## src/rtcaf_pkg.sv

```systemverilog
// Purpose: Constants and carrier types for the alarm and flag block
// Assumes: 40 MHz system clock, byte-wide register port
// Notes: Offsets are byte addresses on the parallel bus
package rtcaf_pkg;
    localparam logic [4:0] ADDR_MONTH = 5'h05;
    localparam logic [4:0] ADDR_AL_SEC = 5'h08;
    localparam logic [4:0] ADDR_AL_MIN = 5'h09;
    localparam logic [4:0] ADDR_AL_HOUR = 5'h0A;
    localparam logic [4:0] ADDR_AL_DD = 5'h0B;
    localparam logic [4:0] ADDR_FLAGS = 5'h0E;
    localparam logic [4:0] ADDR_CTRL = 5'h0F;
    // Month byte fields
    localparam int MON_OSC_STOP = 7;
    localparam int MON_CLK_DIS = 6;
    localparam int MON_BKP_CLK = 5;
    // Alarm byte fields
    localparam int AL_MASK = 7;
    localparam int AL_WEEKDAY = 6;
    localparam logic [7:0] AL_SEC_VAL = 8'h7F;
    localparam logic [7:0] AL_HOUR_VAL = 8'h3F;
    localparam logic [7:0] AL_DD_VAL = 8'h3F;
    // Flag byte fields
    localparam int FL_MAIN_LOW = 7;
    localparam int FL_AUX_LOW = 6;
    localparam int FL_FAILHOLD = 5;
    localparam int FL_FLOAT = 4;
    localparam int FL_ALARM = 3;
    localparam int FL_KICK = 2;
    localparam int FL_WD = 1;
    localparam int FL_IRQ = 0;
    // Control byte fields
    localparam int CT_TE = 7;
    localparam int CT_ALARM_PWR = 4;
    localparam int CT_ALARM_IRQ = 3;
    localparam int CT_KICK_IRQ = 2;
    localparam int CT_WD_EN = 1;
    // Reset values
    localparam logic [7:0] MONTH_RST = 8'h00;
    localparam logic [7:0] CTRL_RST = 8'h80;
    localparam logic [7:0] AL_RST = 8'h80;
    localparam logic [3:0] FLAGS_RST = 4'h0;
    // Address must be stable this long while selected
    localparam int ADDR_STABLE_NS = 15;
    localparam int CLK_PERIOD_NS = 25;
    localparam int STABLE_CYC_I =
        (ADDR_STABLE_NS + CLK_PERIOD_NS - 1) / CLK_PERIOD_NS;
    localparam logic [1:0] STABLE_CYC =
        (STABLE_CYC_I < 1) ? 2'h1 : STABLE_CYC_I[1:0];

    typedef struct packed {
        logic [7:0] sec;
        logic [7:0] min;
        logic [7:0] hour;
        logic [7:0] date;
        logic [7:0] day;
    } rtcaf_time_t;

    typedef struct packed {
        logic [7:0] month_r;
        logic [7:0] al_sec_r;
        logic [7:0] al_min_r;
        logic [7:0] al_hour_r;
        logic [7:0] al_dd_r;
        logic [7:0] ctrl_r;
        logic failhold_r;
        logic float_r;
        logic alarm_r;
        logic kick_r;
        logic wd_r;
        logic rd_qual_r;
        logic [1:0] stab_cnt_r;
        logic [4:0] addr_q_r;
        logic sel_q_r;
        logic [7:0] rdata_r;
        logic tick_q_r;
    } rtcaf_state_t;
endpackage

```

## src/rtcaf_alarm_flags.sv

```systemverilog
// Purpose: Alarm match, control and status flags of a backed-up clock
// Assumes: Bus strobes and battery levels are synchronous to i_clk
// Notes: Time counters, watchdog and kickstart detection are outside
//        Alarm needs the oscillator running and transfers enabled
//        Power and interrupt pins are open drain: their _oe output high pulls the pin low
`timescale 1ns/100ps
module rtcaf_alarm_flags (
    input wire logic i_clk,
    input wire logic i_sys_rst,
    input wire logic [4:0] i_addr,
    input wire logic i_cs_n,
    input wire logic i_oe_n,
    input wire logic i_we_n,
    input wire logic [7:0] i_wdata,
    output logic [7:0] o_rdata,
    output logic o_rdata_oe,
    input wire rtcaf_pkg::rtcaf_time_t i_time,
    input wire logic i_sec_tick,
    input wire logic i_osc_clk,
    input wire logic i_main_batt_low,
    input wire logic i_aux_batt_low,
    input wire logic i_aux_battery_supply,
    input wire logic i_backup_mode,
    input wire logic i_power_fail,
    input wire logic i_kick_event,
    input wire logic i_wd_timeout,
    output logic o_osc_stop_n,
    output logic o_clk32_out,
    output logic o_clk32_oe,
    output logic o_power_on_out_n,
    output logic o_power_on_oe,
    output logic o_irq_n,
    output logic o_irq_oe
);
    rtcaf_pkg::rtcaf_state_t st_r;
    rtcaf_pkg::rtcaf_state_t st_nxt;

    logic sel;
    logic wr_en;
    logic match;
    logic tick;
    logic irq;
    logic [3:0] masks;
    logic sec_eq;
    logic min_eq;
    logic hour_eq;
    logic dd_eq;
    logic [7:0] dd_cur;
    logic [7:0] flags_rd;
    logic rd_clear;
    logic wr_flags;
    logic alarm_set;
    logic alarm_irq;
    logic kick_irq;
    logic wd_irq;
    logic [7:0] rd_mux;
    logic clk_backup_ok;
    logic pwr_hold;
    logic alarm_nxt;
    logic kick_nxt;
    logic wd_nxt;

    typedef enum logic [2:0] {
        MODE_EVERY_SEC = 3'h0,
        MODE_SEC = 3'h1,
        MODE_MIN_SEC = 3'h2,
        MODE_HMS = 3'h3,
        MODE_DAY_HMS = 3'h4
    } rtcaf_mode_t;
    rtcaf_mode_t mode;

    ////////////////////////////////////////////////////////////////////////
    // Alarm comparison
    always_comb begin
        masks = {st_r.al_dd_r[rtcaf_pkg::AL_MASK],
                 st_r.al_hour_r[rtcaf_pkg::AL_MASK],
                 st_r.al_min_r[rtcaf_pkg::AL_MASK],
                 st_r.al_sec_r[rtcaf_pkg::AL_MASK]};
        dd_cur = st_r.al_dd_r[rtcaf_pkg::AL_WEEKDAY] ? i_time.day
                                                     : i_time.date;
        unique case (masks)
            4'hF: mode = MODE_EVERY_SEC;
            4'hE: mode = MODE_SEC;
            4'hC: mode = MODE_MIN_SEC;
            4'h8: mode = MODE_HMS;
            4'h0: mode = MODE_DAY_HMS;
            default: mode = MODE_EVERY_SEC;
        endcase
        unique case (mode)
            MODE_EVERY_SEC: match = 1'b1;
            MODE_SEC: match = sec_eq;
            MODE_MIN_SEC: match = sec_eq & min_eq;
            MODE_HMS: match = sec_eq & min_eq & hour_eq;
            MODE_DAY_HMS: match = sec_eq & min_eq & hour_eq & dd_eq;
            default: match = 1'b1;
        endcase
    end

    ////////////////////////////////////////////////////////////////////////
    // Value fields only: mask and weekday select bits never compare
    rtcaf_field_eq #(
        .VAL_MASK(rtcaf_pkg::AL_SEC_VAL)
    ) i_rtcaf_field_eq_sec (
        .i_alarm(st_r.al_sec_r),
        .i_count(i_time.sec),
        .o_equal(sec_eq)
    );

    rtcaf_field_eq #(
        .VAL_MASK(rtcaf_pkg::AL_SEC_VAL)
    ) i_rtcaf_field_eq_min (
        .i_alarm(st_r.al_min_r),
        .i_count(i_time.min),
        .o_equal(min_eq)
    );

    rtcaf_field_eq #(
        .VAL_MASK(rtcaf_pkg::AL_HOUR_VAL)
    ) i_rtcaf_field_eq_hour (
        .i_alarm(st_r.al_hour_r),
        .i_count(i_time.hour),
        .o_equal(hour_eq)
    );

    rtcaf_field_eq #(
        .VAL_MASK(rtcaf_pkg::AL_DD_VAL)
    ) i_rtcaf_field_eq_dd (
        .i_alarm(st_r.al_dd_r),
        .i_count(dd_cur),
        .o_equal(dd_eq)
    );

    ////////////////////////////////////////////////////////////////////////
    // Bus decode
    assign sel = !i_cs_n;
    assign wr_en = sel && !i_we_n;
    assign tick = i_sec_tick && !st_r.tick_q_r;
    // Compare on each new second, only when transfers run
    assign alarm_set = tick && match &&
                       st_r.ctrl_r[rtcaf_pkg::CT_TE] &&
                       !st_r.month_r[rtcaf_pkg::MON_OSC_STOP];
    assign wr_flags = wr_en && (i_addr == rtcaf_pkg::ADDR_FLAGS);
    // Qualified read ends on address change or strobe release
    assign rd_clear = st_r.rd_qual_r &&
                      (i_cs_n || i_oe_n ||
                       (i_addr != st_r.addr_q_r));

    assign alarm_irq = st_r.alarm_r && st_r.ctrl_r[rtcaf_pkg::CT_ALARM_IRQ];
    assign kick_irq = st_r.kick_r && st_r.ctrl_r[rtcaf_pkg::CT_KICK_IRQ];
    assign wd_irq = st_r.wd_r && st_r.ctrl_r[rtcaf_pkg::CT_WD_EN];
    assign irq = alarm_irq || kick_irq || wd_irq;

    always_comb begin
        flags_rd = 8'h00;
        flags_rd[rtcaf_pkg::FL_MAIN_LOW] = i_main_batt_low;
        flags_rd[rtcaf_pkg::FL_AUX_LOW] = i_aux_batt_low;
        flags_rd[rtcaf_pkg::FL_FAILHOLD] = st_r.failhold_r;
        flags_rd[rtcaf_pkg::FL_FLOAT] = st_r.float_r;
        flags_rd[rtcaf_pkg::FL_ALARM] = st_r.alarm_r;
        flags_rd[rtcaf_pkg::FL_KICK] = st_r.kick_r;
        flags_rd[rtcaf_pkg::FL_WD] = st_r.wd_r;
        flags_rd[rtcaf_pkg::FL_IRQ] = irq;
    end

    // Byte selected for the read port
    always_comb begin
        unique case (i_addr)
            rtcaf_pkg::ADDR_MONTH: rd_mux = st_r.month_r;
            rtcaf_pkg::ADDR_AL_SEC: rd_mux = st_r.al_sec_r;
            rtcaf_pkg::ADDR_AL_MIN: rd_mux = st_r.al_min_r;
            rtcaf_pkg::ADDR_AL_HOUR: rd_mux = st_r.al_hour_r;
            rtcaf_pkg::ADDR_AL_DD: rd_mux = st_r.al_dd_r;
            rtcaf_pkg::ADDR_CTRL: rd_mux = st_r.ctrl_r;
            rtcaf_pkg::ADDR_FLAGS: rd_mux = flags_rd;
            default: rd_mux = 8'h00;
        endcase
    end

    ////////////////////////////////////////////////////////////////////////
    // Sticky flags: a hardware set wins over a read or write clear
    rtcaf_flag_nxt i_rtcaf_flag_nxt_alarm (
        .i_flag(st_r.alarm_r),
        .i_set(alarm_set),
        .i_load(wr_flags && !i_wdata[rtcaf_pkg::FL_ALARM]),
        .i_load_val(1'b0),
        .i_clear(rd_clear),
        .o_flag(alarm_nxt)
    );

    rtcaf_flag_nxt i_rtcaf_flag_nxt_kick (
        .i_flag(st_r.kick_r),
        .i_set(i_kick_event),
        .i_load(wr_flags),
        .i_load_val(i_wdata[rtcaf_pkg::FL_KICK]),
        .i_clear(rd_clear),
        .o_flag(kick_nxt)
    );

    rtcaf_flag_nxt i_rtcaf_flag_nxt_wd (
        .i_flag(st_r.wd_r),
        .i_set(i_wd_timeout),
        .i_load(wr_flags && !i_wdata[rtcaf_pkg::FL_WD]),
        .i_load_val(1'b0),
        .i_clear(rd_clear),
        .o_flag(wd_nxt)
    );

    ////////////////////////////////////////////////////////////////////////
    // Next state
    always_comb begin
        st_nxt = st_r;
        st_nxt.tick_q_r = i_sec_tick;
        st_nxt.addr_q_r = i_addr;
        st_nxt.sel_q_r = sel && !i_oe_n;
        // Address stability timer during a flag read
        if (sel && !i_oe_n && i_we_n && i_addr == rtcaf_pkg::ADDR_FLAGS &&
            i_addr == st_r.addr_q_r && st_r.sel_q_r) begin
            if (st_r.stab_cnt_r != rtcaf_pkg::STABLE_CYC) begin
                st_nxt.stab_cnt_r = st_r.stab_cnt_r + 2'h1;
            end else begin
                st_nxt.rd_qual_r = 1'b1;
            end
        end else begin
            st_nxt.stab_cnt_r = 2'h0;
        end
        if (rd_clear) begin
            st_nxt.rd_qual_r = 1'b0;
            st_nxt.stab_cnt_r = 2'h0;
        end
        // Register writes
        if (wr_en) begin
            unique case (i_addr)
                rtcaf_pkg::ADDR_MONTH: st_nxt.month_r = i_wdata;
                rtcaf_pkg::ADDR_AL_SEC: st_nxt.al_sec_r = i_wdata;
                rtcaf_pkg::ADDR_AL_MIN: st_nxt.al_min_r = i_wdata;
                rtcaf_pkg::ADDR_AL_HOUR: st_nxt.al_hour_r = i_wdata;
                rtcaf_pkg::ADDR_AL_DD: st_nxt.al_dd_r = i_wdata;
                rtcaf_pkg::ADDR_CTRL: st_nxt.ctrl_r = i_wdata;
                rtcaf_pkg::ADDR_FLAGS: begin
                    st_nxt.failhold_r = i_wdata[rtcaf_pkg::FL_FAILHOLD];
                    st_nxt.float_r = i_wdata[rtcaf_pkg::FL_FLOAT];
                end
                default: begin
                end
            endcase
        end
        // Flags come from the set-wins cells
        st_nxt.alarm_r = alarm_nxt;
        st_nxt.kick_r = kick_nxt;
        st_nxt.wd_r = wd_nxt;
        if ((st_nxt.alarm_r && st_nxt.ctrl_r[rtcaf_pkg::CT_ALARM_PWR]) ||
            st_nxt.kick_r) begin
            st_nxt.float_r = 1'b0;
        end
        // Read data
        if (sel && !i_oe_n && i_we_n) begin
            st_nxt.rdata_r = rd_mux;
        end
    end

    always_ff @(posedge i_clk) begin
        if (i_sys_rst) begin
            st_r <= '0;
            st_r.month_r <= rtcaf_pkg::MONTH_RST;
            st_r.ctrl_r <= rtcaf_pkg::CTRL_RST;
            st_r.al_sec_r <= rtcaf_pkg::AL_RST;
            st_r.al_min_r <= rtcaf_pkg::AL_RST;
            st_r.al_hour_r <= rtcaf_pkg::AL_RST;
            st_r.al_dd_r <= rtcaf_pkg::AL_RST;
        end else begin
            st_r <= st_nxt;
        end
    end

    ////////////////////////////////////////////////////////////////////////
    // Pins
    logic clk_run;
    logic pwr_drive;
    assign clk_run = !st_r.month_r[rtcaf_pkg::MON_OSC_STOP] &&
                     !st_r.month_r[rtcaf_pkg::MON_CLK_DIS];
    assign o_osc_stop_n = st_r.month_r[rtcaf_pkg::MON_OSC_STOP];
    assign o_clk32_out = i_osc_clk;
    assign clk_backup_ok = st_r.month_r[rtcaf_pkg::MON_BKP_CLK] &&
                           i_aux_battery_supply;
    assign o_clk32_oe = clk_run && (!i_backup_mode || clk_backup_ok);
    assign pwr_drive = !st_r.float_r;
    assign o_power_on_out_n = 1'b0;
    // Power fail releases the pin unless failhold keeps it
    assign pwr_hold = !i_power_fail || st_r.failhold_r;
    assign o_power_on_oe = pwr_drive && pwr_hold;
    assign o_irq_n = 1'b0;
    assign o_irq_oe = irq;
    assign o_rdata = st_r.rdata_r;
    assign o_rdata_oe = sel && !i_oe_n && i_we_n;
endmodule

////////////////////////////////////////////////////////////////////////////
// Equality of the value bits of one alarm byte and one counter byte
module rtcaf_field_eq #(
    parameter logic [7:0] VAL_MASK = 8'hFF
) (
    input wire logic [7:0] i_alarm,
    input wire logic [7:0] i_count,
    output logic o_equal
);
    assign o_equal = (i_alarm & VAL_MASK) == (i_count & VAL_MASK);
endmodule

////////////////////////////////////////////////////////////////////////////
// Next value of one sticky flag: set beats load, load beats clear
module rtcaf_flag_nxt (
    input wire logic i_flag,
    input wire logic i_set,
    input wire logic i_load,
    input wire logic i_load_val,
    input wire logic i_clear,
    output logic o_flag
);
    always_comb begin
        o_flag = i_flag;
        if (i_clear) begin
            o_flag = 1'b0;
        end
        if (i_load) begin
            o_flag = i_load_val;
        end
        if (i_set) begin
            o_flag = 1'b1;
        end
    end
endmodule

```

## config.mk

```make
export PLATFORM = sky130hd
export DESIGN_NAME = rtcaf_alarm_flags
export DESIGN_NICKNAME = d
export VERILOG_FILES = /design/src/rtcaf_pkg.sv /design/src/rtcaf_alarm_flags.sv
export SDC_FILE = /design/constraint.sdc
export NUM_CORES = 1
export LEC_CHECK = 0
export BUFFER_PORTS_ARGS = -buffer_cell sky130_fd_sc_hd__buf_4
export CAP_MARGIN = 15
export CORE_ASPECT_RATIO = 0.9
export CORE_MARGIN = 2
export CORE_UTILIZATION = 40
export CTS_CLUSTER_DIAMETER = 60
export CTS_CLUSTER_SIZE = 28
export DETAILED_ROUTE_END_ITERATION = 12
export PLACE_DENSITY = 0.67
export SYNTH_ARGS = -nofsm -noshare
export SYNTH_HDL_FRONTEND = slang
export SYNTH_SLANG_ARGS = --single-unit
```

## constraint.sdc

```tcl
create_clock -name i_clk -period 2.2 [get_ports i_clk]
set_input_delay 0.44 -clock i_clk [delete_from_list [all_inputs] [get_ports i_clk]]
set_output_delay 0.44 -clock i_clk [all_outputs]
set_load 0.05 [all_outputs]
```

==> results of run 1 <==
[registers in the layout (all words and copies together), names as in the netlist]
| register | flops |
|---|---|
| flags_rd | 5 |
| masks | 4 |
| o_osc_stop_n | 1 |
| o_rdata | 8 |
| st_r | 53 |
[report_power, final]
part           internal [mW]  switching, mW
combinational          0.134          0.159
sequential              1.30         0.0107
clock                  0.930          0.494
[synthesized netlist by cell type, types with 2 or more instances]
master and number:
inv_1 7, xor2_1 11, nand3_1 34, nand2b_1 2, nand4_1 4, nor3_1 4
nor4_1 4, nor4_4 2, buf_4 13, a222oi_1 7, nand2_1 40, xnor2_1 21
a21oi_1 27, nor2b_1 10, nor2_1 43, nand3b_1 4, dfxtp_1 71, buf_2 8
a22oi_1 25, mux2i_1 28, clkbuf_1 13, mux2_2 2, nor2_2 2, o21ai_0 5
a211o_1 2
[stage by stage]
step | setup slack (ns) | cell area, um^2 | hold slack [ns]
floorplan | 0.04188 | 3562 | 0.4258
global placement | 0.09268 | 4214 | 0.4453
detailed placement | 0.09078 | 4214 | 0.4513
CTS | 0.1487 | 4493 | 0.2397
global route | 0.02402 | 4493 | 0.2482
finish | 0.1541 | 4493 | 0.2609
[kinds of logic (layout without fill, tap and decap cells)]
| group | count (synthesis) | count (layout) | share of synthesized area (%) |
|---|---|---|---|
| mux | 30 | 30 | 8.509 |
| compound gates | 76 | 76 | 14.84 |
| flops | 71 | 71 | 39.94 |
| xor+xnor | 32 | 32 | 7.876 |
| other cells | 1 | 2 | 0.1054 |
| fa+ha+maj | 1 | 1 | 0.3516 |
| buf+inv | 42 | 112 | 6.083 |
| simple gates | 156 | 156 | 22.29 |
[worst register-to-register path, cell delays in order (launching register included)]
cell and delay, ns:
dfxtp_1 0.60, mux2i_1 0.32, xnor2_1 0.10, nor4_1 0.30, a22oi_1 0.17, o31ai_2 0.31
a2111oi_2 0.11
[final cells by class]
class | count | area share (%)
Clock buffer | 11 | 3.370
Timing Repair Buffer | 89 | 15.43
Clock inverter | 5 | 2.840
Multi-Input combinational cell | 297 | 42.83
Tap cell | 119 | 3.314
Inverter | 7 | 0.5848
Sequential cell | 71 | 31.63
[worst min path at each step]
stage / to / cells after the start / start / slack, ns
floorplan: st_r[17]$_SDFFE_PP0P_ / 2 / st_r[17]$_SDFFE_PP0P_ / 0.43
global placement: st_r[45]$_SDFFE_PP0P_ / 2 / st_r[45]$_SDFFE_PP0P_ / 0.45
detailed placement: o_rdata[4]$_SDFFE_PP0P_ / 2 / o_rdata[4]$_SDFFE_PP0P_ / 0.45
CTS: st_r[9]$_SDFF_PP0_ / 2 / i_oe_n / 0.24
global route: st_r[9]$_SDFF_PP0_ / 2 / i_oe_n / 0.25
finish: st_r[9]$_SDFF_PP0_ / 2 / i_oe_n / 0.26
[routing by layer]
layer / track usage, % / vias up / part of all wire, %
li1: - / 1577 / -
met1: 31.57 / 1545 / 43
met2: 32.74 / 179 / 46
met3: 6.502 / 8 / 11
met4: 5.044 / 0 / 0.97
met5: 0 / - / 0
==> summary.txt, run 1 <==
origin of the critical flop-to-flop path: st_r[37]$_SDFFE_PP0P_
number of buffers inserted to repair setup after CTS: 0
setup slack on the worst flop-to-flop path: 0.15 ns
Final TNS setup: 0 ns
final setup vio count: 0
I/O Pins: 83
horizontal die dimension: 103.4 um
final wirelength: 9.990 mm
WS Path Type: flop to flop
setup repair after global routing missed its margin: no
capture point of the critical path: flags_rd[4]$_SDFFE_PP0P_
DRC violations left: 0
DPL Wire Length: 7.312 mm
length of the first detailed-routing pass in iterations: 5
Largest stage delay, worst path: 0.60 ns
Min-Delay Path Class: input pin to flop
Worst IR Drop VDD: 0.0003858 V
slew margin rel.: 49.91%
startpoint type of the worst setup path: flop
critical path's top delay family: flip-flops
Worst-path clk slew: 0.07 ns
Root Driver: clkbuf_8
number of resized instances in the post-cts repair step: 0
number of cells produced by synthesis: 409
Crit path depth: 6
largest fanout on the critical path: 8
crit path from: st_r[37]$_SDFFE_PP0P_
global-route wire length before repair: 16.19 mm
commonest cells after routing, fill and taps aside: 87 x buf_4, 71 x dfxtp_1, 43 x nor2_1
cell row count: 32
series of cell instances along the critical path: mux2i_1, xnor2_1, nor4_1, a22oi_1, o31ai_2, a2111oi_2
clk sinks: 71
number of antenna repair diodes: 0
Max Root-Sink Buffers: 2
overall via count from detail_route: 3309
endpoint kind of the worst setup timing path: flop
number of fillers in the final layout: 800
post-route clock skew: 0.003390 ns
proportion of layout cells with a drive suffix above 1: 24.58%
reg-to-reg endpoint: flags_rd[4]$_SDFFE_PP0P_
Leak: 1.703 nW
# port buffers: 70
Post-synth EDFFs: 0
synthesis-to-layout area growth: 26.27%
final critical delay including setup and external delays: 2.046 ns
Post-Synthesis Cell Area: 3558 um^2
effective utilization at floorplan: 41.34%
total power of the final layout: 3.027 mW
synthesis warning total: 0
antenna violations before repair: 0
critical path data arrival time: 2.27 ns
flip-flop and latch area: 1421 um^2
area of the placeable core: 8608 um^2
fin nets: 543
fin crit share: 93.00%
pin count of the biggest net entering global routing: 46
Global Route Usage Sum: 22.12%
Clk Latency, worst-skew pair: 0.35 ns
CTS HTree Levels: 3
result of the run: completed
portion of the post-synthesis area used by sequential elements: 39.94%
Post-Layout Cell Count: 599
area of combinational cells with multiple inputs: 1924 um^2
CTS tree: yes
routed wire length per instance: 16.68 um
post-synthesis cell type with the largest combined area: dfxtp_1
number of endpoints with negative hold slack in the final report: 0
proportion of register bits with asynchronous set or reset after synthesis: 0%
power density relative to cell area: 673.6 nW/um^2
number of buffers inserted for hold repair after clock tree synthesis: 0
worst-case reg-to-reg path depth: 6
count of final max-slew check failures: 0
antenna-violating nets left: 0
via count of the first global-routing pass: 3104
gpl congestion: 0.8962
fmax: 488.8 MHz
leading cell type in the layout, fill and taps excluded: buf_4
Primary FF master, synth: dfxtp_1
total CTS buffers: 9
Synth Area per Inst: 8.700 um^2
transition time at the pin with the least slew margin: 0.7486 ns
register bit total from synthesis: 71
die area: 9668 um^2
Via-to-Cell Ratio: 5.524
most area-consuming cells after synthesis: dfxtp_1 40%, mux2i_1 7.9%, a22oi_1 5.3%
Max-Cap Viols: 0
CP max-delay cell: dfxtp_1
Crit path buffers/inverters: 0
fraction of the core area covered by cells at the end of the flow: 52.19%
count of distinct cell types in the synthesized netlist: 45
initial detailed-routing violation count: 362
total instance count after detailed placement: 583
Die Y-Extent: 93.48 um
Required @ worst endpoint: 2.42 ns
grt ovf: 0
area share of the leading cell type in the synthesized netlist: 39.94%
No activity file was read; power rests on OpenSTA's default activity.
==> run 2, diff against run 1 <==
--- a/config.mk
+++ b/config.mk
@@ -5,7 +5,6 @@
 export SDC_FILE = /design/constraint.sdc
 export NUM_CORES = 1
 export LEC_CHECK = 0
-export BUFFER_PORTS_ARGS = -buffer_cell sky130_fd_sc_hd__buf_4
 export CAP_MARGIN = 15
 export CORE_ASPECT_RATIO = 0.9
 export CORE_MARGIN = 2
@@ -13,7 +12,8 @@
 export CTS_CLUSTER_DIAMETER = 60
 export CTS_CLUSTER_SIZE = 28
 export DETAILED_ROUTE_END_ITERATION = 12
-export PLACE_DENSITY = 0.67
+export DONT_BUFFER_PORTS = 1
+export PLACE_DENSITY = 0.58
 export SYNTH_ARGS = -nofsm -noshare
 export SYNTH_HDL_FRONTEND = slang
 export SYNTH_SLANG_ARGS = --single-unit
==> summary.txt, run 2 (same netlist as run 1, synthesis figures left out) <==
Max Root-Sink Buffers: 2 (unchanged)
count of final max-slew check failures: 0 (unchanged)
# port buffers: 0 (-100%)
post-route setup slack: 0.1710 ns (+0.01688 ns)
setup slack on the worst flop-to-flop path: 0.17 ns (+0.02 ns)
Global Route Usage Sum: 21.11% (-1.0 points)
worst slack at placement: 0.1882 ns (+0.09747 ns)
routed wire length on met2: 4.622 mm (+1.6%)
DPL Wire Length: 7.077 mm (-3.2%)
Worst Hold Launch: i_sys_rst
synthesis-to-layout area growth: 9.353%
area of the placeable core: 8608 um^2 (unchanged)
origin of the critical flop-to-flop path: st_r[37]$_SDFFE_PP0P_
startpoint type of the worst setup path: flop
number of endpoints with negative hold slack in the final report: 0 (unchanged)
register ranked first by flip-flop count: st_r
WS Path Type: flop to flop
final wirelength: 9.830 mm (-1.6%)
fmax: 492.8 MHz (+0.83%)
Root Driver: clkbuf_8
DRC violations left: 0 (unchanged)
commonest cells after routing, fill and taps aside: 71 x dfxtp_1, 42 x nor2_1, 40 x nand2_1
cell row count: 32 (unchanged)
CTS HTree Levels: 3 (unchanged)
total CTS buffers: 9 (unchanged)
Min-Delay Path Class: input pin to flop
proportion of layout cells with a drive suffix above 1: 12.20% (-12 points)
Via-to-Cell Ratio: 5.597 (+1.3%)
length of the first detailed-routing pass in iterations: 5 (unchanged)
gpl congestion: 0.8140 (-9.2%)
Die Y-Extent: 93.48 um (unchanged)
number of buffers inserted to repair setup after CTS: 0 (unchanged)
number of flip-flops in the largest register: 53 (unchanged)
endpoint kind of the worst setup timing path: flop
global-route wire length before repair: 15.09 mm (-6.8%)
slew margin rel.: 58.77% (+8.9 points)
critical path data arrival time: 2.33 ns (+0.06 ns)
reg-to-reg endpoint: flags_rd[3]$_SDFF_PP0_
I/O Pins: 83 (unchanged)
leading cell type in the layout, fill and taps excluded: dfxtp_1
setup repair after global routing missed its margin: no
hold depth: 1 (-1)
transition time at the pin with the least slew margin: 0.6177 ns (-0.1310 ns)
effective utilization at floorplan: 41.34% (unchanged)
initial detailed-routing violation count: 282 (-22%)
Leak: 1.328 nW (-22%)
result of the run: completed
Max-Cap Viols: 0 (unchanged)
Worst IR Drop VDD: 0.0002994 V (-22%)
power density relative to cell area: 656.3 nW/um^2 (-2.6%)
worst-case reg-to-reg path depth: 6 (unchanged)
CTS tree: yes
via count of the first global-routing pass: 2773 (-11%)
Post-Layout Cell Count: 529 (-12%)
WHS Endpoint: st_r[12]$_SDFF_PP0_
pin count of the biggest net entering global routing: 70 (+52%)
met3 layer wire length in the routed design: 768 um (-29%)
number of antenna repair diodes: 0 (unchanged)
overall via count from detail_route: 2961 (-11%)
final critical delay including setup and external delays: 2.029 ns (-0.01688 ns)
largest fanout on the critical path: 8 (unchanged)
Clk Latency, worst-skew pair: 0.36 ns (about the same)
Met1 Routed Length: 4.313 mm (+1.3%)
Final TNS setup: 0 ns (unchanged)
clk sinks: 71 (unchanged)
total instance count after detailed placement: 513 (-12%)
Required @ worst endpoint: 2.50 ns (+0.08 ns)
antenna violations before repair: 0 (unchanged)
grt ovf: 0 (unchanged)
number of buffers inserted for hold repair after clock tree synthesis: 0 (unchanged)
die area: 9668 um^2 (unchanged)
post-route clock skew: 0.006441 ns (+0.003051 ns)
fin crit share: 92.23% (-0.77 points)
routed wire length per instance: 18.58 um (+11%)
fin nets: 473 (-13%)
horizontal die dimension: 103.4 um (unchanged)
DR top layer: met4
final setup vio count: 0 (unchanged)
antenna-violating nets left: 0 (unchanged)
number of resized instances in the post-cts repair step: 0 (unchanged)
Worst-path clk slew: 0.08 ns (about the same)
run 2: critical path, stage by stage (launching register included):
cell	delay, ns
dfxtp_1	0.59
mux2i_1	0.29
xnor2_1	0.13
nor4_1	0.29
a22oi_1	0.16
o31ai_2	0.33
nor2b_1	0.17
run 2: where the power goes:
part           switching [mW]  total [mW]  leakage, nW  internal (mW)
sequential             0.0114        1.31        0.575           1.30
combinational          0.0832       0.148        0.648         0.0643
clock                   0.513        1.10        0.105          0.583
total                   0.607        2.55         1.33           1.95
run 2: stage by stage:
step           util, %  total power [mW]  cell area (um^2)  hold slack (ns)
5_1_grt          45.20             2.636              3891           0.1265
3_5_place_dp     42.79             1.487              3684           0.4496
2_1_floorplan        -             1.492              3562           0.4258
6_report         45.20             2.554              3891           0.1364
3_3_place_gp     42.79             1.485              3684           0.4371
4_1_cts          45.20             2.573              3891           0.1314
run 2: area by class of cell:
cell class | instances | area [um^2]
clock buffer | 11 | 151.4
sequential | 71 | 1421
tap | 119 | 148.9
clock inverter | 5 | 56.30
inverter | 7 | 26.28
fill | 837 | 4717
timing repair buffer | 19 | 155.1
multi-input combinational | 297 | 1932
run 2: how the worst max path moves through the flow:
stage	start	end	cells after the start	slack (ns)
after floorplan	o_osc_stop_n$_SDFFE_PP0P_	o_clk32_oe	1	0.04
after global placement	st_r[37]$_SDFFE_PP0P_	flags_rd[4]$_SDFFE_PP0P_	6	0.20
after detailed placement	i_addr[4]	flags_rd[4]$_SDFFE_PP0P_	6	0.19
after CTS	st_r[37]$_SDFFE_PP0P_	flags_rd[3]$_SDFF_PP0_	6	0.18
after global routing	st_r[37]$_SDFFE_PP0P_	flags_rd[3]$_SDFF_PP0_	6	0.008
final	st_r[37]$_SDFFE_PP0P_	flags_rd[3]$_SDFF_PP0_	6	0.17
run 2: routing by layer:
metal  vias up  global-route usage (%)
met5         -                       0
met4         0                   6.469
met3        12                   6.428
met2        95                   32.96
met1      1423                   27.84
li1       1431                       -
==> run 3, diff against run 2 <==
--- a/config.mk
+++ b/config.mk
@@ -14,6 +14,8 @@
 export DETAILED_ROUTE_END_ITERATION = 12
 export DONT_BUFFER_PORTS = 1
 export PLACE_DENSITY = 0.58
+export REMOVE_ABC_BUFFERS = 1
 export SYNTH_ARGS = -nofsm -noshare
 export SYNTH_HDL_FRONTEND = slang
 export SYNTH_SLANG_ARGS = --single-unit
+export TNS_END_PERCENT = 1
==> summary.txt, run 3 (same netlist as run 1, synthesis figures left out) <==
result of the run: completed
number of flip-flops in the largest register: 53 (unchanged)
Clock Power Share: 36.8% (-6.1 points)
critical path's top delay family: flip-flops
endpoint kind of the worst setup timing path: primary output
Via-to-Cell Ratio: 5.509 (-1.6%)
final non-filler cell area: 3857 um^2 (-0.87%)
fmax: 523.9 MHz (+6.3%)
Final TNS setup: 0 ns (unchanged)
number of resized instances in the post-cts repair step: 0 (unchanged)
Worst Hold Margin: 0.1630 ns (+0.02654 ns)
Min-Delay Path Class: input pin to flop
setup repair after global routing missed its margin: no
final setup vio count: 0 (unchanged)
Largest stage delay, worst path: 0.68 ns (+0.09 ns)
number of endpoints with negative hold slack in the final report: 0 (unchanged)
worst slack at placement: 0.1893 ns (+0.001013 ns)
antenna violations before repair: 0 (unchanged)
Leak: 1.312 nW (-1.2%)
startpoint type of the worst setup path: flop
final critical delay including setup and external delays: 1.909 ns (-0.1204 ns)
crit-path most repeated cell: buf_4
global-route wire length before repair: 15.01 mm (-0.55%)
die area: 9668 um^2 (unchanged)
leading cell type in the layout, fill and taps excluded: dfxtp_1
initial detailed-routing violation count: 196 (-30%)
# port buffers: 0 (unchanged)
I/O Pins: 83 (unchanged)
Max-Cap Viols: 0 (unchanged)
post-route clock skew: 0.004743 ns (-0.001698 ns)
commonest cells after routing, fill and taps aside: 70 x dfxtp_1, 42 x nor2_1, 40 x nand2_1
Worst-path clk slew: 0.07 ns (about the same)
setup slack on the worst flop-to-flop path: 0.32 ns (+0.15 ns)
length of the first detailed-routing pass in iterations: 5 (unchanged)
total CTS buffers: 9 (unchanged)
relative contribution of combinational cells to total power: 6.6% (+0.8 points)
CP max-delay cell: dfxtp_1
clk sinks: 71 (unchanged)
CTS HTree Levels: 3 (unchanged)
number of antenna repair diodes: 0 (unchanged)
number of buffers inserted for hold repair after clock tree synthesis: 0 (unchanged)
Max Root-Sink Buffers: 2 (unchanged)
Global Route Usage Sum: 20.77% (-0.35 points)
horizontal die dimension: 103.4 um (unchanged)
transition time at the pin with the least slew margin: 0.6353 ns (+0.01768 ns)
Root Driver: clkbuf_8
cell row count: 32 (unchanged)
Crit path buffers/inverters: 2 (+2)
post-route setup slack: 0.2913 ns (+0.1204 ns)
slew margin rel.: 57.49% (-1.3 points)
Required @ worst endpoint: 1.76 ns (-0.74 ns)
via count of the first global-routing pass: 2771 (-0.072%)
critical path data arrival time: 1.47 ns (-0.86 ns)
antenna-violating nets left: 0 (unchanged)
grt ovf: 0 (unchanged)
synthesis-to-layout area growth: 8.404%
fin nets: 475 (+0.42%)
WS Path Type: flop to primary output
instance area at placement: 3711 um^2 (+0.75%)
CTS tree: yes
DPL Wire Length: 6.875 mm (-2.9%)
switching fraction of total power: 23.83% (+0.043 points)
sequential group share of total power: 56.6% (+5.3 points)
area of the placeable core: 8608 um^2 (unchanged)
internal power consumption: 1.762 mW (-9.5%)
pin count of the biggest net entering global routing: 70 (unchanged)
series of cell instances along the critical path: buf_4, a211oi_2, buf_4
effective utilization at floorplan: 41.34% (unchanged)
number of buffers inserted to repair setup after CTS: 0 (unchanged)
gpl congestion: 0.8260 (+1.5%)
DRC violations left: 0 (unchanged)
Clk Latency, worst-skew pair: 0.34 ns (-0.02 ns)
count of final max-slew check failures: 0 (unchanged)
switching power: 0.5512 mW (-9.3%)
overall via count from detail_route: 2914 (-1.6%)
Die Y-Extent: 93.48 um (unchanged)
register ranked first by flip-flop count: st_r
proportion of layout cells with a drive suffix above 1: 11.71% (-0.49 points)
routed wire length per instance: 18.20 um (-2.1%)
power density relative to cell area: 599.7 nW/um^2 (-8.6%)
Worst IR Drop VDD: 0.0003129 V (+4.5%)
total power of the final layout: 2.313 mW (-9.4%)
largest fanout on the critical path: 3 (-5)
fin crit share: 86.76% (-5.5 points)
final wirelength: 9.626 mm (-2.1%)
## run 3: changes by cell type in the layout (fill, tap and decap cells not counted), sizes merged
| cell | change |
|---|---|
| buf | +2 |
| bufinv | -1 |
| clkbuf | +1 |
| clkinv | -1 |
| clkinvlp | -1 |
## run 3: power by group through the flow
stage | combinational, mW | sequential, mW | clock [mW]
6_report | 0.153 | 1.31 | 0.850
5_1_grt | 0.168 | 1.31 | 0.932
4_1_cts | 0.154 | 1.31 | 0.880
3_5_place_dp | 0.153 | 1.34 | 0
3_3_place_gp | 0.151 | 1.34 | 0
2_1_floorplan | 0.114 | 1.34 | 0
## run 3: per-stage QoR
stage | utilization (%) | cells
2_1_floorplan | - | 375
3_3_place_gp | 43.11 | 515
3_5_place_dp | 43.11 | 515
4_1_cts | 44.80 | 529
5_1_grt | 44.81 | 529
6_report | 44.81 | 529
## run 3: routing by layer
| layer | global-route usage, % | share of wire, % | vias up |
|---|---|---|---|
| li1 | - | - | 1435 |
| met5 | 0 | 0 | - |
| met4 | 6.579 | 2.2 | 0 |
| met1 | 29.30 | 47 | 1345 |
| met2 | 29.78 | 42 | 119 |
| met3 | 6.726 | 8.3 | 15 |
## run 3: final timing paths
path	cells past startpoint	end	start
setup / recovery	3	o_clk32_oe	o_osc_stop_n$_SDFFE_PP0P_
hold / removal	1	st_r[9]$_SDFF_PP0_	i_oe_n
setup reg to reg	7	flags_rd[4]$_SDFFE_PP0P_	st_r[37]$_SDFFE_PP0P_
hold reg to reg	2	st_r[45]$_SDFFE_PP0P_	st_r[45]$_SDFFE_PP0P_
## run 3: area by class of cell
| cell class | count | area (um^2) |
|---|---|---|
| inverters | 7 | 26.28 |
| fillers | 867 | 4751 |
| multi-input cells | 297 | 1932 |
| well taps | 119 | 148.9 |
| clock inverters | 2 | 10.01 |
| flip-flops and latches | 71 | 1423 |
| clock buffers | 12 | 135.1 |
| repair buffers | 21 | 182.7 |
